File: src/rpit_consts.vh
// register offsets, field positions, reset values and timing counts
// for the periodic interrupt timer; definitions only
`ifndef RPIT_CONSTS_VH
`define RPIT_CONSTS_VH
// register indices on the apb bus (printed offsets are not all multiples of
// four, so each printed offset is an index and the address is 4x it)
`define RPIT_IDX_CMP_LO     8'h08
`define RPIT_IDX_CMP_HI     8'h09
`define RPIT_IDX_CTRL       8'h10
`define RPIT_IDX_STATUS     8'h11
`define RPIT_IDX_IRQ_EN     8'h12
`define RPIT_IDX_IRQ_FLAG   8'h13
`define RPIT_IDX_IRQ_MASK   8'h14
`define RPIT_IDX_IRQ_STAT   8'h16
// control fields
`define RPIT_EN_BIT         0
`define RPIT_PER_LSB        3
`define RPIT_PER_MSB        6
`define RPIT_CTRL_MASK      8'h79
`define RPIT_PER_OFF        4'h0
`define RPIT_PER_MAX        4'hE
// reset values
`define RPIT_CTRL_RST       8'h00
`define RPIT_CMP_RST        16'h0000
`define RPIT_MASK_RST       2'h0
// synchroniser depth for the rtc clock input
`define RPIT_SYNC_STAGES    2
// rtc ticks a control write waits before it reaches the timer
`define RPIT_BUSY_TICKS     3'h2
`endif

File: src/rpit_sync.v
// two flip-flop level synchroniser with clock enable
// assumes din is asynchronous to clk
`timescale 1ns/100ps
module rpit_sync (
  input  wire clk,
  input  wire rst_n,
  input  wire ce,
  input  wire din,
  output reg  dout
);
  reg meta;

  always @(posedge clk or negedge rst_n) begin
    if (!rst_n) begin
      meta <= 1'b0;
      dout <= 1'b0;
    end else if (ce) begin
      meta <= din;
      dout <= meta;
    end
  end
endmodule

File: src/rpit_div.v
// free counter of rtc ticks with period select
// assumes tick is a one-cycle pulse per rising rtc clock edge in the pclk domain
`timescale 1ns/100ps
`include "rpit_consts.vh"
module rpit_div #(
  parameter WIDTH = 15
) (
  input  wire       clk,
  input  wire       rst_n,
  input  wire       ce,
  input  wire       run,
  input  wire       tick,
  input  wire [3:0] period,
  output reg        fire
);
  reg  [WIDTH-1:0] cnt;
  wire [WIDTH:0]   span;
  wire [WIDTH-1:0] last;

  // span is 2^(period+1); last count value is span-1
  assign span = {{WIDTH{1'b0}}, 1'b1} << (period + 4'h1);
  assign last = span[WIDTH-1:0] - {{(WIDTH-1){1'b0}}, 1'b1};

  always @(posedge clk or negedge rst_n) begin
    if (!rst_n) begin
      cnt  <= {WIDTH{1'b0}};
      fire <= 1'b0;
    end else if (ce) begin
      fire <= 1'b0;
      if (!run) begin
        cnt <= {WIDTH{1'b0}};
      end else if (tick) begin
        if (cnt == last) begin
          cnt  <= {WIDTH{1'b0}};
          fire <= 1'b1;
        end else begin
          cnt <= cnt + {{(WIDTH-1){1'b0}}, 1'b1};
        end
      end
    end
  end
endmodule

File: src/rpit_top.v
// periodic interrupt timer with compare value register, apb slave
// assumes rtc_clk is a slow free-running clock, far below pclk
//
// The APB register port was decided locally.
`timescale 1ns/100ps
`include "rpit_consts.vh"
module rpit_top (
  input  wire        pclk,
  input  wire        presetn,
  input  wire        pce,
  input  wire        psel,
  input  wire        penable,
  input  wire        pwrite,
  input  wire [11:0] paddr,
  input  wire [31:0] pwdata,
  input  wire [3:0]  pstrb,
  output reg  [31:0] prdata,
  output reg         pready,
  output reg         pslverr,
  input  wire        rtc_clk,
  output reg  [15:0] compare_value,
  output reg         periodic_irq,
  output reg         irq
);
  reg  [7:0]  periodic_timer_control;
  reg  [7:0]  live_ctrl;
  reg         periodic_irq_enable_reg;
  reg         periodic_irq_flag_reg;
  reg  [1:0]  irq_mask;
  reg  [1:0]  irq_status;
  reg         control_sync_busy;
  reg  [2:0]  busy_cnt;
  reg         rtc_prev;
  reg  [31:0] next_prdata;
  reg         next_err;
  wire        rtc_lvl;
  wire        rtc_tick;
  wire        fire;
  wire        acc;
  wire        wr;
  wire        rd;
  wire [9:0]  idx;
  wire        addr_ok;
  wire        run;
  wire        wr_byte;
  wire        sel_cmp_lo;
  wire        sel_cmp_hi;
  wire        sel_ctrl;
  wire        sel_irq_en;
  wire        sel_irq_flag;
  wire        sel_irq_mask;
  wire        sel_irq_stat;
  wire        sync_done;
  wire [1:0]  irq_events;
  wire        flag_clear;

  assign acc = psel & penable & pce & ~pready;
  // a refused address must not write anything, misaligned ones included
  assign wr  = acc & pwrite & addr_ok;
  assign rd  = acc & ~pwrite;

  assign sel_cmp_lo   = (idx == {2'h0, `RPIT_IDX_CMP_LO});
  assign sel_cmp_hi   = (idx == {2'h0, `RPIT_IDX_CMP_HI});
  assign sel_ctrl     = (idx == {2'h0, `RPIT_IDX_CTRL});
  assign sel_irq_en   = (idx == {2'h0, `RPIT_IDX_IRQ_EN});
  assign sel_irq_flag = (idx == {2'h0, `RPIT_IDX_IRQ_FLAG});
  assign sel_irq_mask = (idx == {2'h0, `RPIT_IDX_IRQ_MASK});
  assign sel_irq_stat = (idx == {2'h0, `RPIT_IDX_IRQ_STAT});
  assign wr_byte      = wr & pstrb[0];
  assign sync_done    = control_sync_busy & rtc_tick & (busy_cnt == 3'h1);
  assign irq_events   = {sync_done, fire};
  assign flag_clear   = wr_byte & sel_irq_flag & pwdata[0];
  assign idx = paddr[11:2];
  assign addr_ok = (paddr[1:0] == 2'h0) &&
    (idx == {2'h0, `RPIT_IDX_CMP_LO} || idx == {2'h0, `RPIT_IDX_CMP_HI} ||
     idx == {2'h0, `RPIT_IDX_CTRL}   || idx == {2'h0, `RPIT_IDX_STATUS} ||
     idx == {2'h0, `RPIT_IDX_IRQ_EN} || idx == {2'h0, `RPIT_IDX_IRQ_FLAG} ||
     idx == {2'h0, `RPIT_IDX_IRQ_MASK} ||
     idx == {2'h0, `RPIT_IDX_IRQ_STAT});

  rpit_sync u_sync (
    .clk   (pclk),
    .rst_n (presetn),
    .ce    (pce),
    .din   (rtc_clk),
    .dout  (rtc_lvl)
  );

  assign rtc_tick = rtc_lvl & ~rtc_prev;
  // reserved period 15 is treated like off so nothing fires
  assign run = live_ctrl[`RPIT_EN_BIT] &&
    live_ctrl[`RPIT_PER_MSB:`RPIT_PER_LSB] != `RPIT_PER_OFF &&
    live_ctrl[`RPIT_PER_MSB:`RPIT_PER_LSB] <= `RPIT_PER_MAX;

  rpit_div #(
    .WIDTH (15)
  ) u_div (
    .clk    (pclk),
    .rst_n  (presetn),
    .ce     (pce),
    .run    (run),
    .tick   (rtc_tick),
    .period (live_ctrl[`RPIT_PER_MSB:`RPIT_PER_LSB]),
    .fire   (fire)
  );

  always @(posedge pclk or negedge presetn) begin
    if (!presetn) begin
      rtc_prev <= 1'b0;
    end else if (pce) begin
      rtc_prev <= rtc_lvl;
    end
  end

  // control write lands in the rtc domain after two rtc ticks; busy covers
  // that latency so software knows when the new setting took effect
  always @(posedge pclk or negedge presetn) begin
    if (!presetn) begin
      control_sync_busy <= 1'b0;
      busy_cnt          <= 3'h0;
    end else if (pce) begin
      if (wr_byte && sel_ctrl) begin
        // a rewrite while busy restarts the wait with the newer value
        control_sync_busy <= 1'b1;
        busy_cnt          <= `RPIT_BUSY_TICKS;
      end else if (control_sync_busy && rtc_tick) begin
        if (busy_cnt == 3'h1) begin
          control_sync_busy <= 1'b0;
        end
        busy_cnt <= busy_cnt - 3'h1;
      end
    end
  end

  // the timer only ever sees the settled copy, never a half-written one
  always @(posedge pclk or negedge presetn) begin
    if (!presetn) begin
      live_ctrl <= `RPIT_CTRL_RST;
    end else if (pce) begin
      if (sync_done) begin
        live_ctrl <= periodic_timer_control;
      end
    end
  end

  // both bytes are plain registers; no latching between the two halves
  always @(posedge pclk or negedge presetn) begin
    if (!presetn) begin
      compare_value <= `RPIT_CMP_RST;
    end else if (pce) begin
      if (wr_byte && sel_cmp_lo) begin
        compare_value[7:0] <= pwdata[7:0];
      end
      if (wr_byte && sel_cmp_hi) begin
        compare_value[15:8] <= pwdata[7:0];
      end
    end
  end

  // reserved control bits are dropped on write so they always read zero
  always @(posedge pclk or negedge presetn) begin
    if (!presetn) begin
      periodic_timer_control <= `RPIT_CTRL_RST;
    end else if (pce) begin
      if (wr_byte && sel_ctrl) begin
        periodic_timer_control <= pwdata[7:0] & `RPIT_CTRL_MASK;
      end
    end
  end

  always @(posedge pclk or negedge presetn) begin
    if (!presetn) begin
      periodic_irq_enable_reg <= 1'b0;
    end else if (pce) begin
      if (wr_byte && sel_irq_en) begin
        periodic_irq_enable_reg <= pwdata[0];
      end
    end
  end

  always @(posedge pclk or negedge presetn) begin
    if (!presetn) begin
      irq_mask <= `RPIT_MASK_RST;
    end else if (pce) begin
      if (wr_byte && sel_irq_mask) begin
        irq_mask <= pwdata[1:0];
      end
    end
  end

  // set wins over a same-cycle clear so no interval is ever lost
  always @(posedge pclk or negedge presetn) begin
    if (!presetn) begin
      periodic_irq_flag_reg <= 1'b0;
    end else if (pce) begin
      if (fire) begin
        periodic_irq_flag_reg <= 1'b1;
      end else if (flag_clear) begin
        periodic_irq_flag_reg <= 1'b0;
      end
    end
  end

  // sticky events: bit0 periodic fire, bit1 control sync done; an event
  // landing in the read cycle survives the clear
  always @(posedge pclk or negedge presetn) begin
    if (!presetn) begin
      irq_status <= 2'h0;
    end else if (pce) begin
      if (rd && addr_ok && sel_irq_stat) begin
        irq_status <= irq_events;
      end else begin
        irq_status <= irq_status | irq_events;
      end
    end
  end

  // forwarded periodic request: the flag gated by its enable bit
  always @(posedge pclk or negedge presetn) begin
    if (!presetn) begin
      periodic_irq <= 1'b0;
    end else if (pce) begin
      periodic_irq <= periodic_irq_flag_reg &
                      periodic_irq_enable_reg;
    end
  end

  // summary line: high while any unmasked sticky bit is set
  always @(posedge pclk or negedge presetn) begin
    if (!presetn) begin
      irq <= 1'b0;
    end else if (pce) begin
      irq <= |(irq_status & irq_mask);
    end
  end

  always @* begin
    next_prdata = 32'h0000_0000;
    next_err    = ~addr_ok;
    case (idx)
      {2'h0, `RPIT_IDX_CMP_LO}: begin
        next_prdata[7:0] = compare_value[7:0];
      end
      {2'h0, `RPIT_IDX_CMP_HI}: begin
        next_prdata[7:0] = compare_value[15:8];
      end
      {2'h0, `RPIT_IDX_CTRL}: begin
        next_prdata[7:0] = periodic_timer_control;
      end
      {2'h0, `RPIT_IDX_STATUS}: begin
        next_prdata[0] = control_sync_busy;
      end
      {2'h0, `RPIT_IDX_IRQ_EN}: begin
        next_prdata[0] = periodic_irq_enable_reg;
      end
      {2'h0, `RPIT_IDX_IRQ_FLAG}: begin
        next_prdata[0] = periodic_irq_flag_reg;
      end
      {2'h0, `RPIT_IDX_IRQ_MASK}: begin
        next_prdata[1:0] = irq_mask;
      end
      {2'h0, `RPIT_IDX_IRQ_STAT}: begin
        next_prdata[1:0] = irq_status;
      end
      default: begin
        next_prdata = 32'h0000_0000;
      end
    endcase
  end

  // one wait state: pready rises the cycle after the access phase starts
  always @(posedge pclk or negedge presetn) begin
    if (!presetn) begin
      pready  <= 1'b0;
      pslverr <= 1'b0;
    end else if (pce) begin
      pready  <= acc;
      pslverr <= acc & next_err;
    end
  end

  // read data holds until the next read, so a slow master may still see it
  always @(posedge pclk or negedge presetn) begin
    if (!presetn) begin
      prdata <= 32'h0000_0000;
    end else if (pce) begin
      if (rd) begin
        prdata <= next_err ? 32'h0000_0000 : next_prdata;
      end
    end
  end
endmodule

File: config.mk
export PLATFORM = sky130hd
export DESIGN_NAME = rpit_top
export DESIGN_NICKNAME = d
export VERILOG_FILES = /design/src/rpit_sync.v /design/src/rpit_div.v /design/src/rpit_top.v
export VERILOG_INCLUDE_DIRS = /design/src
export SDC_FILE = /design/constraint.sdc
export NUM_CORES = 1
export LEC_CHECK = 0
export BUFFER_PORTS_ARGS = -buffer_cell sky130_fd_sc_hd__buf_4
export CAP_MARGIN = 25
export CORE_MARGIN = 5
export CORE_UTILIZATION = 53
export CTS_CLUSTER_SIZE = 25
export DETAILED_ROUTE_END_ITERATION = 12
export GPL_TIMING_DRIVEN = 0
export MAX_ROUTING_LAYER = met4
export PLACE_DENSITY = 0.89
export SLEW_MARGIN = 5
export SYNTH_ARGS = -nofsm -noshare
export SYNTH_HDL_FRONTEND = slang
export SYNTH_SLANG_ARGS = --single-unit
File: constraint.sdc
create_clock -name pclk -period 3.9 [get_ports pclk]
set_input_delay 0.78 -clock pclk [delete_from_list [all_inputs] [get_ports pclk]]
set_output_delay 0.78 -clock pclk [all_outputs]
set_load 0.005 [all_outputs]
==> flow_summary_export.csv, run 1 <==
group,metric,value,unit
sta,setup_viol,0,
global_routing,overflow,0,
sta,fin_worst_skew,6.15,ps
floorplan,die_h,97.7,microns
setup_path,crit_path_start_kind,"register",
global_routing,grt_max_degree,68,
floorplan,ios,107,
clocking,cts_buffer_depth,2,
finish,final_cells,629,
clocking,cts_buffers,9,
detailed_routing,dr.pass1.iters,5,
power_and_ir_drop,p_seq_share,41.4,%
sta,fin_hold_ws,509,ps
clocking,clk_latency,340,ps
power_and_ir_drop,internal_power,1.23,mW
flow_run,max_cap_viol_count,0,
sta,fin_crit_sh,93.5,%
sta,hold_viol_final,0,
sta,min_period,3650,ps
synth,ys.flop_type,"dfrtp_1",
sta,worst_pin_slew,835,ps
sta,max_slew_margin,44.3,%
global_routing,antenna_found_initial,0,
synth,yosysTopAreaCell,"dfrtp_1",
setup_path,critPathRequiredTime,4110,ps
finish,reg_top3,"compare_value: 16 flops, u_div.cnt: 15 flops, prdata: 8 flops",
synth,synth_async_sr_flop_share,100,%
placement,pre_cts_ws,251,ps
setup_path,slowest_delay,470,ps
detailed_routing,vias,3678,
power_and_ir_drop,leakagePower,2.32,nW
detailed_routing,via_per_inst,5.85,
clocking,root_buffer,"clkbuf_8",
detailed_routing,wl_per_cell,16.3,microns
synth,syn_area,4080,sq um
detailed_routing,ant_nets,0,
synth,ys_types,62,
power_and_ir_drop,power_frac_clock,26.7,%
finish,fillers,610,
finish,antenna_cells,0,
power_and_ir_drop,swShare,35.1,%
floorplan,row_count,32,
setup_path,cp.arrival,3860,ps
finish,fin_util,64.4,%
setup_path,r2r-start,"live_ctrl[6]",
synth,synth_area_leaders,"dfrtp_1 41%, mux2_2 9.4%, buf_4 4.4%, nand2_1 4.1%, o21ai_0 3.1%",
clocking,path_clk_slew,70,ps
sta,fmax,0.274,GHz
power_and_ir_drop,peakVddDrop,0.289,mV
finish,drive_above_1_share,27.9,%
power_and_ir_drop,switching_power,0.664,mW
placement,gp_congestion,0.872,
synth,syn_area_per_cell,9.49,sq um
finish,final_nets,586,
global_routing,track_usage,22.2,%
sta,grt_setup_unrepaired,"false",
setup_path,worstRegToRegCells,13,
global_routing,grt_pass1_vias,3542,
setup_path,end_kind,"register",
synth,synth_cells,430,
clocking,cts_tree,"yes",
setup_path,r2r_setup_slack,250,ps
placement,dp_hpwl,7.62,mm
setup_path,slowest_stage,"or4b_1",
sta,setup_slack,254,ps
placement,place_inst,609,
synth,ys_seq_area_share,41.1,%
finish,max_flop_register,"compare_value",
detailed_routing,drtIter0Drc,201,
sta,drv_slew,0,
detailed_routing,wirelength,10.3,mm
floorplan,die_w,97.7,microns
power_and_ir_drop,combPwrFrac,31.9,%
detailed_routing,drc,0,
setup_path,crit_start,"live_ctrl[6]",
synth,ys_warn_count,0,
finish,syn2layout_area_growth,20.0,%
power_and_ir_drop,power_per_cell_area,387,nW/um^2
synth,synth-seq-cells,67,
setup_path,r2r_end,"u_div.cnt[9]",
setup_path,crit_chain,"clkbuf_1 > nand4_1 > ha_1 > xor2_1 > or2_2 > a32oi_1 > and4b_1 > nand4_1 > or4b_1 > buf_2 > buf_2 > a31oi_1 > mux2i_1",
finish,largest_register_ffs,16,
synth,synth_edf_count,0,
clocking,htreeDepth,3,
floorplan,core_area,7610,sq um
placement,port_buffers,53,
min_path,hold_class,"reg -> reg",
global_routing,grt_pass1_wl,17.1,mm
outcome,status,"finished clean",
setup_path,path_class,"reg -> reg",
setup_path,crit_end,"u_div.cnt[9]",
setup_path,cp_max_fo,10,
sta,timing.setup.tns,0,ps
floorplan,start_util,53.6,%
clocking,cts_sinks,67,
floorplan,die-area,9550,sq um
synth,synth_top_area_share,41.1,%
layer usage:
metal	up-vias	global-route usage, %	wire length, microns
met3	22	5.24	767
li1	1694	-	-
met2	175	37.2	5210
met1	1787	26.4	4110
met4	0	7.14	194
met5	-	-	0
Yosys cell counts (2+ instances only):
cell and count:
dfrtp_1 67, nand2_1 45, mux2_2 34, o21ai_0 25
buf_4 24, clkbuf_1 22, nor2_1 21, inv_1 16
nand3_1 14, a21oi_1 10, and3_1 10, nand4_1 10
ha_1 9, mux2i_1 8, a31oi_1 7, o31ai_1 7
xnor2_1 7, a22oi_1 6, xor2_1 6, nor2b_1 5
nor3_1 5, a22o_1 4, buf_2 4, nor3b_1 4
or3_1 4, a31o_2 3, a32oi_1 3, and3b_1 3
nand3b_1 3, nor4b_1 3, or2_2 3, a211oi_1 2
a21o_1 2, a221o_1 2, and2_1 2, nor4_1 2
o22ai_1 2, o41ai_1 2
power by group through the flow:
stage / combinational [mW] / clock, mW / sequential, mW
after floorplan: 0.448 / 0 / 0.785
after global placement: 0.566 / 0 / 0.792
after detailed placement: 0.587 / 0 / 0.796
after CTS: 0.589 / 0.514 / 0.783
after global routing: 0.663 / 0.554 / 0.789
final: 0.603 / 0.505 / 0.784
cell usage in the layout (no fill, tap or decap), drive strengths merged, types with 5 or more instances in the layout:
cell    instances
xnor2           7
o21ai          26
mux2i           8
mux2           34
xor2            6
buf            87
a22oi           6
clkbuf         31
and3           10
ha              9
inv            16
nor2           21
nand4          10
conb           24
nand3          14
dfrtp          67
nand2          45
nor3            5
a21oi          10
a31oi           7
nor2b           5
clkinv          6
o31ai           7
cell type report:
type / instances / area, sq um / area share [%]
multi-input cells: 319 / 2130 / 43.6
flip-flops and latches: 67 / 1680 / 34.2
repair buffers: 58 / 433 / 8.84
plain buffers: 51 / 295 / 6.03
well taps: 102 / 128 / 2.61
clock buffers: 9 / 124 / 2.53
inverters: 16 / 60.1 / 1.23
clock inverters: 7 / 45.0 / 0.920
worst min-delay path by stage:
stage                     cells past startpoint                       from      endpoint
final                                         1                u_sync.meta   u_sync.dout
after global routing                          1                u_sync.meta   u_sync.dout
after CTS                                     1                  prdata[0]     prdata[0]
after detailed placement                      1                  prdata[0]     prdata[0]
after global placement                        1                  prdata[0]     prdata[0]
after floorplan                               2  periodic_timer_control[5]  live_ctrl[5]
critical path, delay by kind of cell (launching register included):
family                     cells  cell delay (ps)
buffers and inverters          3              640
and+or+nand+nor                5             1460
xor gates and xnor gates       1              200
DFF                            1              350
muxes                          1              110
adders and majority gates      1              370
AOI/OAI and AO/OA              2              410
cell families (layout without fill, tap and decap cells):
| group | after synthesis | after routing | synth area share, % |
|---|---|---|---|
| xor+xnor | 13 | 13 | 2.79 |
| fa+ha+maj | 9 | 9 | 2.76 |
| buf+inv | 67 | 141 | 8.68 |
| flops | 67 | 67 | 41.1 |
| other cells | 1 | 24 | 0.0919 |
| mux | 42 | 42 | 11.3 |
| compound gates | 90 | 90 | 15.1 |
| simple gates | 141 | 141 | 18.1 |
through the flow:
stage / instance area (sq um) / power [mW]
floorplan: 4170 / 1.23
global placement: 4690 / 1.36
detailed placement: 4700 / 1.38
CTS: 4860 / 1.89
global route: 4900 / 2.01
finish: 4900 / 1.89
repair_timing:
action	in CTS	in global routing
setup buffers	0	4
endpoints found under the setup margin	0	4
resized for setup	0	2
hold buffers	0	0
No activity file was read; power rests on OpenSTA's default activity.
==> run 2, diff against run 1 <==
--- a/config.mk
+++ b/config.mk
@@ -14,5 +14,4 @@
 export DETAILED_ROUTE_END_ITERATION = 12
 export GPL_TIMING_DRIVEN = 0
-export MAX_ROUTING_LAYER = met4
 export PLACE_DENSITY = 0.89
 export SLEW_MARGIN = 5
==> constraint.sdc (replaced) <==
create_clock -name pclk -period 3.9 [get_ports pclk]
set_input_delay 0.78 -clock pclk [delete_from_list [all_inputs] [get_ports pclk]]
set_output_delay 0.78 -clock pclk [all_outputs]
set_load 0.01 [all_outputs]
==> run 2 against run 1 <==
  * Worst hold slack got worse by 3.9 ps
  * Global-route usage about the same
  * Count of clock-buffer cells in the layout stayed put
  * Sequential share of layout area shrank 0.12 points
  * Sequential cell count unchanged
  * Register-to-register slack worse by 40 ps
  * Combinational power up 1%
  * Die area unchanged
  * Critical path depth did not move
  * Design area grew 0.36%
  * Routed wire length rose by 1.0%
==> flow_summary_export.csv, run 2 (synthesized netlist as in run 1, its figures left out) <==
group,metric,value,unit
outcome,status,"finished clean",
setup_path,r2r_setup_slack,210,ps
clocking,clk_latency,350,ps
setup_path,critPathBufInv,3,
finish,fin_util,64.6,%
detailed_routing,wl_per_cell,16.6,microns
min_path,min_path_cells,1,
floorplan,die_h,97.7,microns
power_and_ir_drop,switching_power,0.676,mW
setup_path,cp_max_fo,10,
finish,max_flop_register,"compare_value",
flow_run,max_cap_viol_count,0,
clocking,cts_buffers,9,
power_and_ir_drop,power_frac_clock,31.5,%
setup_path,r2r_end,"u_div.cnt[13]",
clocking,postCtsSetupBuffers,0,
sta,drv_slew,0,
clocking,root_buffer,"clkbuf_8",
clocking,cts_buffer_depth,2,
sta,max_slew_margin,43.5,%
detailed_routing,wirelength,10.4,mm
floorplan,die_w,97.7,microns
power_and_ir_drop,total_power,2.03,mW
detailed_routing,ant_nets,0,
detailed_routing,dr.pass1.iters,5,
min_path,min_to,"u_sync.dout",
placement,dp_hpwl,7.50,mm
finish,syn2layout_area_growth,20.5,%
power_and_ir_drop,peakVddDrop,0.289,mV
setup_path,r2r-start,"live_ctrl[6]",
setup_path,path_class,"reg -> reg",
sta,fin_worst_skew,11.3,ps
sta,grt_setup_unrepaired,"false",
sta,setup_viol,0,
setup_path,slowest_stage,"or4b_1",
global_routing,track_usage,22.2,%
setup_path,critPathRequiredTime,4130,ps
power_and_ir_drop,power_per_cell_area,414,nW/um^2
floorplan,row_count,32,
floorplan,start_util,53.6,%
power_and_ir_drop,swShare,33.3,%
floorplan,ios,107,
clocking,cts_resized,0,
finish,register_area,1680,sq um
power_and_ir_drop,internal_power,1.36,mW
power_and_ir_drop,combPwrFrac,30.0,%
sta,timing.setup.tns,0,ps
setup_path,crit_chain,"clkbuf_1 > nand4_1 > ha_1 > xor2_1 > or2_2 > a32oi_1 > and4b_1 > nand4_1 > or4b_1 > buf_2 > buf_2 > a31oi_1 > mux2i_1",
setup_path,end_kind,"register",
detailed_routing,via_per_inst,5.81,
finish,final_nets,582,
sta,hold_viol_final,0,
clocking,path_clk_slew,80,ps
finish,drive_above_1_share,27.3,%
min_path,hp-start,"u_sync.meta",
finish,largest_register_ffs,16,
global_routing,overflow,0,
sta,worst_pin_slew,840,ps
setup_path,slowest_delay,470,ps
finish,antenna_cells,0,
setup_path,worstSetupPathDepth,13,
clocking,cts_tree,"yes",
setup_path,crit_path_start_kind,"register",
placement,place_inst,609,
floorplan,core_area,7610,sq um
placement,gp_congestion,0.854,
sta,fmax,0.271,GHz
finish,fillers,593,
sta,fin_hold_ws,505,ps
global_routing,grt_pass1_wl,17.8,mm
sta,min_period,3690,ps
floorplan,die-area,9550,sq um
global_routing,grt_max_degree,68,
min_path,hold_class,"reg -> reg",
detailed_routing,drc,0,
clocking,cts_sinks,67,
detailed_routing,vias,3629,
setup_path,worstRegToRegCells,13,
global_routing,grt_pass1_vias,3633,
power_and_ir_drop,p_seq_share,38.5,%
global_routing,antenna_found_initial,0,
finish,final_cells,625,
finish,mostFrequentLayoutCell,"buf_4",
sta,fin_crit_sh,94.6,%
detailed_routing,drtIter0Drc,251,
setup_path,crit_family,"simple AND/OR/NAND/NOR gates",
clocking,postCtsHoldBufs,0,
clocking,htreeDepth,3,
finish,reg_top3,"compare_value: 16 flops, u_div.cnt: 15 flops, prdata: 8 flops",
power_and_ir_drop,leakagePower,2.32,nW
finish,multi_input_area,2130,sq um
placement,port_buffers,53,
finish,final_cell_mix,"77 x buf_4, 67 x dfrtp_1, 45 x nand2_1",
setup_path,cp.arrival,3920,ps
run 2: cell types whose count changed in the layout (fill, tap and decap cells not counted):
cell and change:
clkinv_4 -2, buf_4 -4, clkinvlp_4 +2, bufinv_16 +2, clkinv_2 -2
run 2: how the worst max path moves through the flow:
stage	slack [ps]	startpoint	end
after global placement	330	live_ctrl[5]	u_div.cnt[10]
after global routing	20	live_ctrl[6]	u_div.cnt[13]
after CTS	260	live_ctrl[5]	u_div.cnt[13]
after detailed placement	270	live_ctrl[5]	u_div.cnt[13]
after floorplan	650	live_ctrl[4]	u_div.cnt[10]
final	210	live_ctrl[6]	u_div.cnt[13]
run 2: power by group through the flow:
stage / Combinational (mW) / Sequential [mW] / Clock (mW)
global placement: 0.571 / 0.792 / 0
global route: 0.681 / 0.790 / 0.676
floorplan: 0.453 / 0.786 / 0
detailed placement: 0.597 / 0.794 / 0
finish: 0.610 / 0.783 / 0.640
CTS: 0.602 / 0.783 / 0.637
run 2: metal layers:
| metal | share of wire, % | global-route usage (%) |
|---|---|---|
| met1 | 41 | 27.8 |
| met2 | 50 | 37.8 |
| met3 | 6.9 | 4.67 |
| met4 | 2.3 | 7.88 |
| met5 | 0 | 0 |
run 2: through the flow:
step | instance area (sq um) | setup WS (ps)
floorplan | 4170 | 651
global placement | 4690 | 332
detailed placement | 4700 | 267
CTS | 4910 | 257
global route | 4910 | 16.3
finish | 4910 | 211
run 2: final cells by class:
class	instances	area share, %
Sequential cell	67	34.1
Inverter	16	1.22
Multi-Input combinational cell	319	43.4
Clock inverter	7	1.88
Tap cell	102	2.60
Clock buffer	9	2.52
Timing Repair Buffer	54	8.20
Buffer	51	6.01
run 2: worst reg2reg max path: stages (launching register included):
cell and delay (ps):
dfrtp_1 350, clkbuf_1 300, nand4_1 370, ha_1 380
xor2_1 200, or2_2 290, a32oi_1 230, and4b_1 210
nand4_1 130, or4b_1 470, buf_2 170, buf_2 180
a31oi_1 190, mux2i_1 100
